`src/design/bedc_pkg.sv`:
```
package bedc_pkg;
   // Register byte offsets.
   localparam logic [9:0] VME_ADDR_HIGH_OFS = 10'h260;
   localparam logic [9:0] VME_ADDR_LOW_OFS = 10'h264;
   localparam logic [9:0] VME_ATTR_OFS = 10'h268;
   localparam logic [9:0] PCIX_ADDR_HIGH_OFS = 10'h270;
   localparam logic [9:0] PCIX_ADDR_LOW_OFS = 10'h274;
   localparam logic [9:0] PCIX_ATTR_WORD_OFS = 10'h278;
   localparam logic [9:0] PCIX_SPLIT_OFS = 10'h27c;
   localparam logic [9:0] PCIX_CAUSE_OFS = 10'h280;
   // Field positions of both attribute registers; only valid, overflow and clear are shared.
   localparam int VALID_BIT = 31;
   localparam int OVERFLOW_BIT = 30;
   localparam int CLEAR_BIT = 29;
   localparam int ODD_TERM_BIT = 21;
   localparam int SLAVE_TERM_BIT = 20;
   localparam int BUS_ERR_BIT = 19;
   localparam int VME_SIG_HI = 18;
   localparam int VME_SIG_LO = 14;
   localparam int AM_HI = 13;
   localparam int AM_LO = 8;
   localparam int XAM_HI = 7;
   localparam int XAM_LO = 0;
   localparam int PCIX_CAUSE_HI = 16;
   localparam int PCIX_CAUSE_LO = 7;
   localparam int CMD_HI = 3;
   localparam int CMD_LO = 0;
   localparam int BE_HI = 7;
   localparam int BE_LO = 4;
   localparam logic [31:0] RESET_WORD = 32'h0000_0000;

   // One VME exception report from the master engine.
   typedef struct packed {
      logic berr;
      logic slave_term;
      logic lwi;
      logic odd_beat;
      logic [4:0] sigs;
      logic [5:0] am;
      logic [7:0] xam;
      logic [63:0] addr;
   } bedc_vme_evt_type;

   // One PCI/X error report.
   typedef struct packed {
      logic [63:0] addr;
      logic [31:0] attr_word;
      logic [31:0] split_msg;
      logic [9:0] cause;
      logic [3:0] byte_en;
      logic [3:0] cmd;
   } bedc_pcix_evt_type;
endpackage

```
`src/design/bedc_flag.sv`:
```
`timescale 1ns/100ps
`default_nettype none
// Capture-valid and overflow flag pair with write-one clear.
module bedc_flag (
   // Clock and reset.
   input wire logic clk,
   input wire logic rst,
   input wire logic ce,
   // Control.
   input wire logic event_in,
   input wire logic clear,
   // State.
   output logic valid,
   output logic capture,
   output logic overflow
);
   logic valid_q, valid_d, over_q, over_d;

   // Capture only when empty; the clear loses to a capture in the same cycle.
   always_comb begin
      capture = event_in && !valid_q;
      valid_d = valid_q;
      over_d = over_q;
      if (clear) begin
         valid_d = 1'b0;
         over_d = 1'b0;
      end
      if (capture) begin
         valid_d = 1'b1;
      end
      if (event_in && valid_q && !clear) begin
         over_d = 1'b1;
      end
   end

   // Flag registers.
   always_ff @(posedge clk or posedge rst) begin
      if (rst) begin
         valid_q <= 1'b0;
         over_q <= 1'b0;
      end else if (ce) begin
         valid_q <= valid_d;
         over_q <= over_d;
      end
   end

   assign valid = valid_q;
   assign overflow = over_q;
endmodule
`default_nettype wire

```
`src/design/bedc_capture.sv`:
```
// Design decision made here: the Wishbone register port.
`timescale 1ns/100ps
`default_nettype none
// How it works
// VME error, 2eVME slave end, or 2eSST last-word-invalid captures while valid clear.
// A VME exception while valid is set and no clear is written keeps contents and sets overflow.
// Writing one to VME clear drops valid and overflow; clear reads zero.
// Odd-termination set for last-word-invalid or 2eVME odd-beat termination.
// Slave-terminated set when slave ended 2eVME or 2eSST; only while valid clear.
// Bus-error flag set when the transfer ended in error; only while valid clear.
// LWORD, WRITE, IACK, DS1, DS0 stored in bits 18 to 14, one means asserted.
// Address modifier to bits 13:8, extended modifier to 7:0, while valid clear.
// PCI/X address bits 63:32 captured while PCI/X valid clear.
// PCI/X address bits 31:0 captured while PCI/X valid clear.
// Attribute-phase AD word captured while PCI/X valid clear.
// Split completion message captured, held while PCI/X valid set.
// VME address bits 63:32 captured while VME valid clear.
// VME address bits 31:1 captured while VME valid clear.
// A PCI/X error while valid is set and no clear is written sets overflow, keeps captures.
// Writing one to PCI/X clear zeroes address and cause registers; attribute word and split message keep.
// PCI/X capture also stores cause flags, command and byte-enable attribute.
module bedc_capture (
   // Clock, enable and reset.
   input wire logic CLK,
   input wire logic CLK_EN,
   input wire logic SYS_RST,
   // Exception reports from the bus engines, same clock.
   input wire logic VME_EVT_VALID,
   input wire bedc_pkg::bedc_vme_evt_type VME_EVT,
   input wire logic PCIX_EVT_VALID,
   input wire bedc_pkg::bedc_pcix_evt_type PCIX_EVT,
   // Classic Wishbone slave.
   input wire logic WB_CYC_I,
   input wire logic WB_STB_I,
   input wire logic WB_WE_I,
   input wire logic [9:0] WB_ADR_I,
   input wire logic [3:0] WB_SEL_I,
   input wire logic [31:0] WB_DAT_I,
   output logic [31:0] WB_DAT_O,
   output logic WB_ACK_O,
   output logic WB_ERR_O,
   // Flag mirrors.
   output logic VME_CAPTURE_VALID,
   output logic PCIX_CAPTURE_VALID
);
   import bedc_pkg::*;

   logic bus_req, wr_hit_attr_vme, wr_hit_attr_pcix;
   logic vme_clear, pcix_clear;
   logic vme_valid, vme_capture, vme_over;
   logic pcix_valid, pcix_capture, pcix_over;
   logic [31:0] vme_hi_q, vme_hi_d, vme_lo_q, vme_lo_d;
   logic [21:0] vme_attr_q, vme_attr_d;
   logic [31:0] px_hi_q, px_hi_d, px_lo_q, px_lo_d, px_aw_q, px_aw_d, px_sm_q, px_sm_d;
   logic [17:0] px_cause_q, px_cause_d;
   logic ack_q, ack_d, err_q, err_d;
   logic [31:0] rdat_q, rdat_d;
   logic [31:0] vme_attr_word, px_cause_word;
   logic vme_odd, vme_slave;

   // True when the address matches one of the mapped words.
   function automatic logic is_mapped(input logic [9:0] a);
      case (a)
         VME_ADDR_HIGH_OFS, VME_ADDR_LOW_OFS, VME_ATTR_OFS, PCIX_ADDR_HIGH_OFS,
         PCIX_ADDR_LOW_OFS, PCIX_ATTR_WORD_OFS, PCIX_SPLIT_OFS, PCIX_CAUSE_OFS: is_mapped = 1'b1;
         default: is_mapped = 1'b0;
      endcase
   endfunction

   // A new request is one that has not yet been answered; ack drops a cycle later.
   assign bus_req = WB_CYC_I && WB_STB_I && !ack_q && !err_q;
   assign wr_hit_attr_vme = bus_req && WB_WE_I && WB_SEL_I[3] && (WB_ADR_I == VME_ATTR_OFS);
   assign wr_hit_attr_pcix = bus_req && WB_WE_I && WB_SEL_I[3] && (WB_ADR_I == PCIX_CAUSE_OFS);
   // Writing zero to a clear bit has no effect.
   assign vme_clear = wr_hit_attr_vme && WB_DAT_I[CLEAR_BIT];
   assign pcix_clear = wr_hit_attr_pcix && WB_DAT_I[CLEAR_BIT];

   // VME flag pair.
   bedc_flag u_vme_flag (
      .clk(CLK),
      .rst(SYS_RST),
      .ce(CLK_EN),
      .event_in(VME_EVT_VALID),
      .clear(vme_clear),
      .valid(vme_valid),
      .capture(vme_capture),
      .overflow(vme_over)
   );

   // PCI/X flag pair.
   bedc_flag u_pcix_flag (
      .clk(CLK),
      .rst(SYS_RST),
      .ce(CLK_EN),
      .event_in(PCIX_EVT_VALID),
      .clear(pcix_clear),
      .valid(pcix_valid),
      .capture(pcix_capture),
      .overflow(pcix_over)
   );

   // Termination causes derived from the VME report.
   assign vme_odd = VME_EVT.lwi || ((VME_EVT.slave_term || VME_EVT.berr) && VME_EVT.odd_beat);
   assign vme_slave = VME_EVT.slave_term;

   // VME capture registers load only on a capture; VME clear leaves them alone.
   always_comb begin
      vme_hi_d = vme_hi_q;
      vme_lo_d = vme_lo_q;
      vme_attr_d = vme_attr_q;
      if (vme_capture) begin
         vme_hi_d = VME_EVT.addr[63:32];
         vme_lo_d = {VME_EVT.addr[31:1], 1'b0};
         vme_attr_d[ODD_TERM_BIT] = vme_odd;
         vme_attr_d[SLAVE_TERM_BIT] = vme_slave;
         vme_attr_d[BUS_ERR_BIT] = VME_EVT.berr;
         vme_attr_d[VME_SIG_HI:VME_SIG_LO] = VME_EVT.sigs;
         vme_attr_d[AM_HI:AM_LO] = VME_EVT.am;
         vme_attr_d[XAM_HI:XAM_LO] = VME_EVT.xam;
      end
   end

   // PCI/X capture registers; a capture in the clear cycle wins.
   always_comb begin
      px_hi_d = px_hi_q;
      px_lo_d = px_lo_q;
      px_aw_d = px_aw_q;
      px_sm_d = px_sm_q;
      px_cause_d = px_cause_q;
      if (pcix_clear) begin
         px_hi_d = RESET_WORD;
         px_lo_d = RESET_WORD;
         px_cause_d = '0;
      end
      if (pcix_capture) begin
         px_hi_d = PCIX_EVT.addr[63:32];
         px_lo_d = PCIX_EVT.addr[31:0];
         px_aw_d = PCIX_EVT.attr_word;
         px_sm_d = PCIX_EVT.split_msg;
         px_cause_d = {PCIX_EVT.cause, PCIX_EVT.byte_en, PCIX_EVT.cmd};
      end
   end

   // Assembled read views of the two attribute registers.
   always_comb begin
      vme_attr_word = RESET_WORD;
      vme_attr_word[VALID_BIT] = vme_valid;
      vme_attr_word[OVERFLOW_BIT] = vme_over;
      vme_attr_word[ODD_TERM_BIT:0] = vme_attr_q;
      px_cause_word = RESET_WORD;
      px_cause_word[VALID_BIT] = pcix_valid;
      px_cause_word[OVERFLOW_BIT] = pcix_over;
      px_cause_word[PCIX_CAUSE_HI:PCIX_CAUSE_LO] = px_cause_q[17:8];
      px_cause_word[BE_HI:BE_LO] = px_cause_q[7:4];
      px_cause_word[CMD_HI:CMD_LO] = px_cause_q[3:0];
   end

   // Bus answer: one-cycle ack next edge, err for unmapped addresses.
   always_comb begin
      ack_d = 1'b0;
      err_d = 1'b0;
      rdat_d = rdat_q;
      if (bus_req) begin
         ack_d = is_mapped(WB_ADR_I);
         err_d = !is_mapped(WB_ADR_I);
         case (WB_ADR_I)
            VME_ADDR_HIGH_OFS: rdat_d = vme_hi_q;
            VME_ADDR_LOW_OFS: rdat_d = vme_lo_q;
            VME_ATTR_OFS: rdat_d = vme_attr_word;
            PCIX_ADDR_HIGH_OFS: rdat_d = px_hi_q;
            PCIX_ADDR_LOW_OFS: rdat_d = px_lo_q;
            PCIX_ATTR_WORD_OFS: rdat_d = px_aw_q;
            PCIX_SPLIT_OFS: rdat_d = px_sm_q;
            PCIX_CAUSE_OFS: rdat_d = px_cause_word;
            default: rdat_d = RESET_WORD;
         endcase
      end
   end

   // All state registers; the clock enable freezes everything.
   always_ff @(posedge CLK or posedge SYS_RST) begin
      if (SYS_RST) begin
         vme_hi_q <= RESET_WORD;
         vme_lo_q <= RESET_WORD;
         vme_attr_q <= '0;
         px_hi_q <= RESET_WORD;
         px_lo_q <= RESET_WORD;
         px_aw_q <= RESET_WORD;
         px_sm_q <= RESET_WORD;
         px_cause_q <= '0;
         ack_q <= 1'b0;
         err_q <= 1'b0;
         rdat_q <= RESET_WORD;
         VME_CAPTURE_VALID <= 1'b0;
         PCIX_CAPTURE_VALID <= 1'b0;
      end else if (CLK_EN) begin
         vme_hi_q <= vme_hi_d;
         vme_lo_q <= vme_lo_d;
         vme_attr_q <= vme_attr_d;
         px_hi_q <= px_hi_d;
         px_lo_q <= px_lo_d;
         px_aw_q <= px_aw_d;
         px_sm_q <= px_sm_d;
         px_cause_q <= px_cause_d;
         ack_q <= ack_d;
         err_q <= err_d;
         rdat_q <= rdat_d;
         VME_CAPTURE_VALID <= vme_valid;
         PCIX_CAPTURE_VALID <= pcix_valid;
      end
   end

   assign WB_ACK_O = ack_q;
   assign WB_ERR_O = err_q;
   assign WB_DAT_O = rdat_q;
endmodule
`default_nettype wire

```
`config.mk`:
```
export PLATFORM = sky130hd
export DESIGN_NAME = bedc_capture
export DESIGN_NICKNAME = d
export VERILOG_FILES = /design/src/design/bedc_pkg.sv /design/src/design/bedc_flag.sv /design/src/design/bedc_capture.sv
export SDC_FILE = /design/constraint.sdc
export NUM_CORES = 1
export LEC_CHECK = 0
export BUFFER_PORTS_ARGS = -buffer_cell sky130_fd_sc_hd__buf_2
export CAP_MARGIN = 40
export CORE_ASPECT_RATIO = 2
export CORE_MARGIN = 2
export CORE_UTILIZATION = 53
export DETAILED_ROUTE_END_ITERATION = 7
export GPL_ROUTABILITY_DRIVEN = 0
export HOLD_SLACK_MARGIN = 0.06
export PLACE_DENSITY = 0.78
export SYNTH_ARGS = -nofsm -noshare
export SYNTH_HDL_FRONTEND = slang
export SYNTH_SLANG_ARGS = --single-unit
```
`constraint.sdc`:
```
create_clock -name CLK -period 10.68 [get_ports CLK]
set_clock_uncertainty 0.15 [all_clocks]
set_input_delay 1.068 -clock CLK [delete_from_list [all_inputs] [get_ports CLK]]
set_output_delay 1.068 -clock CLK [all_outputs]
set_load 0.01 [all_outputs]
```
# Word-level counts from Yosys, hierarchy flattened
# Index checks and enable logic that the tools add are counted.
# W data, S select, Z words.
# totals
register_bits	271
latchBits	0
mem_bits_rw	0
romBits	0
in_bits	287
n_memories	0
# op_classes
n_addsub	0
mul	0
div	0
magnitude_cmp	0
n_eq_ne	8
shift	0
muxes	16
bitwise	0
n_reduce_logical	37
# ops
op	count
$pmux W32 S8	1
$mux W32	3
$eq A10 B10 Y1 const B	8
$mux W18	2
$logic_and A1 B1 Y1	16
$reduce_and A2 Y1	7
$mux W1	10
$reduce_bool A2 Y1	4
$reduce_or A8 Y1	1
$logic_not A1 Y1	7
$logic_or A1 B1 Y1	2

# Logic depth before layout (Yosys ltp)
# logic_depth
depth_word	11
depth_mapped	8

# Hierarchy
# From an unflattened synthesis, not the netlist that was laid out.
# hier_totals
hier_cells	885
hier_area_um2	11960.2
# by_module_without_submodules
module	instances	cells_each	area_each_um2
bedc_capture	1	869	11795.1
bedc_flag	2	8	82.6

# Worst setup path before layout
# OpenSTA, ideal clock, no wires.
# synth_path
path_type	input port to flip-flop
startpoint	input WB_ADR_I[2]
endpoint	register rdat_q[18] (netlist: WB_DAT_O[18])
arrival_time_ns	2.348
path_slack_ns	8.060
stages	6
path_cell_list	buf_2 buf_2 mux2_2 a221o_1 a22oi_1 nor2_1
# synth_via
elab_chain_cells	2
word_cells_on_any_way	9
# synth_lines
element	line	source
start, declared	bedc_capture.sv:36	input wire logic [9:0] WB_ADR_I,
$eq A10 B10 Y1	bedc_capture.sv:166	case (WB_ADR_I)
$pmux W32 S8 *	bedc_capture.sv:166	
end signal, assigned	bedc_capture.sv:207	rdat_q <= rdat_d;
end, declared	bedc_capture.sv:57	logic [31:0] rdat_q, rdat_d;
# Mark *: on every way between the ends. The rest lies on a longest branch, timed or not.
# A chain may end at the register's enable or synchronous reset.

# Worst setup path after layout
# layout_path
startpoint	input CLK_EN
endpoint	register px_sm_q[28]
# layout_via
elab_chain_cells	1
# layout_lines
element	line	source
start, declared	bedc_capture.sv:25	input wire logic CLK_EN,
$reduce_and A2 Y1 (no line)	--	
end signal, assigned	bedc_capture.sv:203	px_sm_q <= px_sm_d;
end, declared	bedc_capture.sv:54	logic [31:0] px_hi_q, px_hi_d, px_lo_q, px_lo_d, px_aw_q, px_aw_d, px_sm_q, px_sm_d;
# Every way passes these cells.

==> qor.csv <==
metric;value;unit
top cells by count, synth;dfrtp_1, mux2_2, a22o_1;
Design Power;3.16;mW
most common cell in the netlist;dfrtp_1;
initial DRC count;611;
Final Cell Area;14200;sq um
setup_tns;0;ps
multi-input logic area;4570;sq um
Worst Setup Slack, final;7060;ps
clock root buffer;clkbuf_16;
RSZ-0062 raised after global routing;no;
Reg area;6760;sq um
post-synth net total;1164;
sequential area share after synthesis;58.0;%
placed instance count;1381;
crit path cell chain;buf_2 -> nand2_1 -> nor2_4 -> buf_4 -> buf_4 -> buf_12 -> mux2_2;
wire per inst;23.9;um
core box area;21600;sq um
Post-synth EDFFs;0;
grt ovf;0;
slew at the pin closest to its max-slew limit;933;ps
nets;1422;
Setup Buffers After CTS;0;
reg2reg path depth;5;
clk buf depth;3;
first-pass GRT wire length;51000;um
outcome;finished, final reports clean;
die height;214;um
HPWL after detailed placement;24400;um
Worst EP arrival;3880;ps
Cells after Synth;877;
Max-Slew Margin vs Limit;37.7;%
Initial Utilization;53.9;%
CP max stage cell;nor2_4;
Setup CP Type;primary input to flip-flop;
Max VDD drop;0.177;mV
Area contributors post-synth;dfrtp_1, mux2_2, a22o_1, a22oi_1, a211oi_1;
Chip Width;109;um
IO Port Bufs;286;
ratio of cells with drive above 1 in the final layout;45.5;%
final non-filler cell total;1436;
Post-CTS Hold Buffers;0;
maximum number of pins on one net before global-route repair;101;
Yosys top cell area share;58.0;%
placed cell area;13300;sq um
hold path cells;2;
Post-synth ARST share;100;%
Tot GR Track Use;29.6;%
WL final;34300;um
Worst EP required;10940;ps
Lkg Pwr;6.59;nW
CP Max Fanout;45;
area delta synth->final;22.1;%
WP depth;7;
initial antenna violation count;13;
CTS buffer count;25;
number of remaining DRC errors;0;
Fin Hold WS;349;ps
Clock Sinks;270;
CP endpoint kind;flip-flop;
fmax;0.276;GHz
average size of a mapped cell;13.3;sq um
Fillers;1707;
CTS tree;yes;
Mapped Area;11600;sq um
Clock Latency Late Sink;530;ps
Place WS;6560;ps
endpoints failing setup;0;
max incr delay on CP;720;ps
final core utilization;65.9;%
max-slew violations;0;
number of global-route vias before repair;9133;
Vias;8745;
Core Rows;76;
Synth Flop Type;dfrtp_1;
cell accounting for the most synthesized area;dfrtp_1;
post-synthesis cell type count;51;
flops & latches, synth;270;
Final period util;33.9;%
Setup crit start kind;primary input;
Die Area;23200;sq um
type of the most critical hold path;flip-flop to flip-flop;
Final Hold Violating Endpoints;0;
antenna-violating nets left;0;
post-CTS sizing;0;
DR vias/cell;6.09;
clock-pin slew on the worst setup and hold paths;70;ps
max cap viols;0;
Synth Warn #;0;
cell repeated most along the worst path;buf_4;
H-tree levels;1;
Top Family by Delay on Critical Path;buffers and inverters;
WP buf/inv;4;
I/O Pins;323;
P per Cell Area;222;nW/um^2
min Tclk post-route;3620;ps
drt first pass iters;8;
[worst min-delay path, delay by kind of cell, from the launching register on]
kind             cells  cell delay [ps]
AO/OA/AOI/OAI        1               60
AND/OR/NAND/NOR      1               50
flip-flops           1              350
[flip-flops by register name (all words and copies together) (netlist names), 17 cells and up]
signal and cells:
WB_DAT_O 32, px_aw_q 32, px_cause_q 17, px_hi_q 32
px_lo_q 32, px_sm_q 32, vme_attr_q 22, vme_hi_q 32
vme_lo_q 31
[worst paths after layout]
path                                          startpoint                          to  slack (ps)
setup / recovery                                  CLK_EN     px_sm_q[28]$_DFFE_PP0P_        7060
hold / removal                vme_attr_q[21]$_DFFE_PP0P_  vme_attr_q[21]$_DFFE_PP0P_         350
setup reg to reg           u_pcix_flag.valid$_DFFE_PP0P_     px_sm_q[28]$_DFFE_PP0P_        7430
hold reg to reg               vme_attr_q[21]$_DFFE_PP0P_  vme_attr_q[21]$_DFFE_PP0P_         350
max in group asynchronous                        SYS_RST     vme_lo_q[8]$_DFFE_PP0P_        8250
min in group asynchronous                        SYS_RST     px_aw_q[23]$_DFFE_PP0P_         360
[final cells by class]
type                            count  share of cell area (%)
Sequential cell                   270                    47.5
Multi-Input combinational cell    531                    32.1
Timing Repair Buffer              302                    11.4
Clock buffer                       31                    4.98
Tap cell                          273                    2.40
Clock inverter                     14                    1.18
Inverter                            5                   0.185
Antenna cell                       10                   0.176
[cell families after synthesis]
family                 Yosys count  share of synthesized area (%)
flip-flops                     270                           58.0
buffers and inverters           76                           3.01
AO/OA/AOI/OAI                  255                           16.7
AND/OR/NAND/NOR                100                           4.94
multiplexers                   176                           17.4
[layer usage]
| layer | global-route usage [%] | wire length, um |
|---|---|---|
| met1 | 31.8 | 11400 |
| met2 | 52.9 | 18300 |
| met3 | 5.08 | 2180 |
| met4 | 18.8 | 2350 |
| met5 | 0 | 44 |
[power breakdown]
group	total [mW]	switching [mW]	leakage [nW]	internal, mW
clock	0.946	0.399	0.433	0.547
combinational	0.621	0.246	2.82	0.375
sequential	1.59	0.201	3.33	1.39
[cell usage in the layout (no fill, tap or decap), types with 16 or more instances in the layout]
cell type,synthesis,layout
o22ai_1,16,16
dfrtp_1,270,270
mux2_2,157,157
clkbuf_16,0,25
a22o_1,96,96
nand3_1,17,17
nor2_1,23,22
o21ai_0,20,20
a211oi_1,21,21
a22oi_1,53,53
buf_2,31,286
Power figures use the tool's default switching activity.
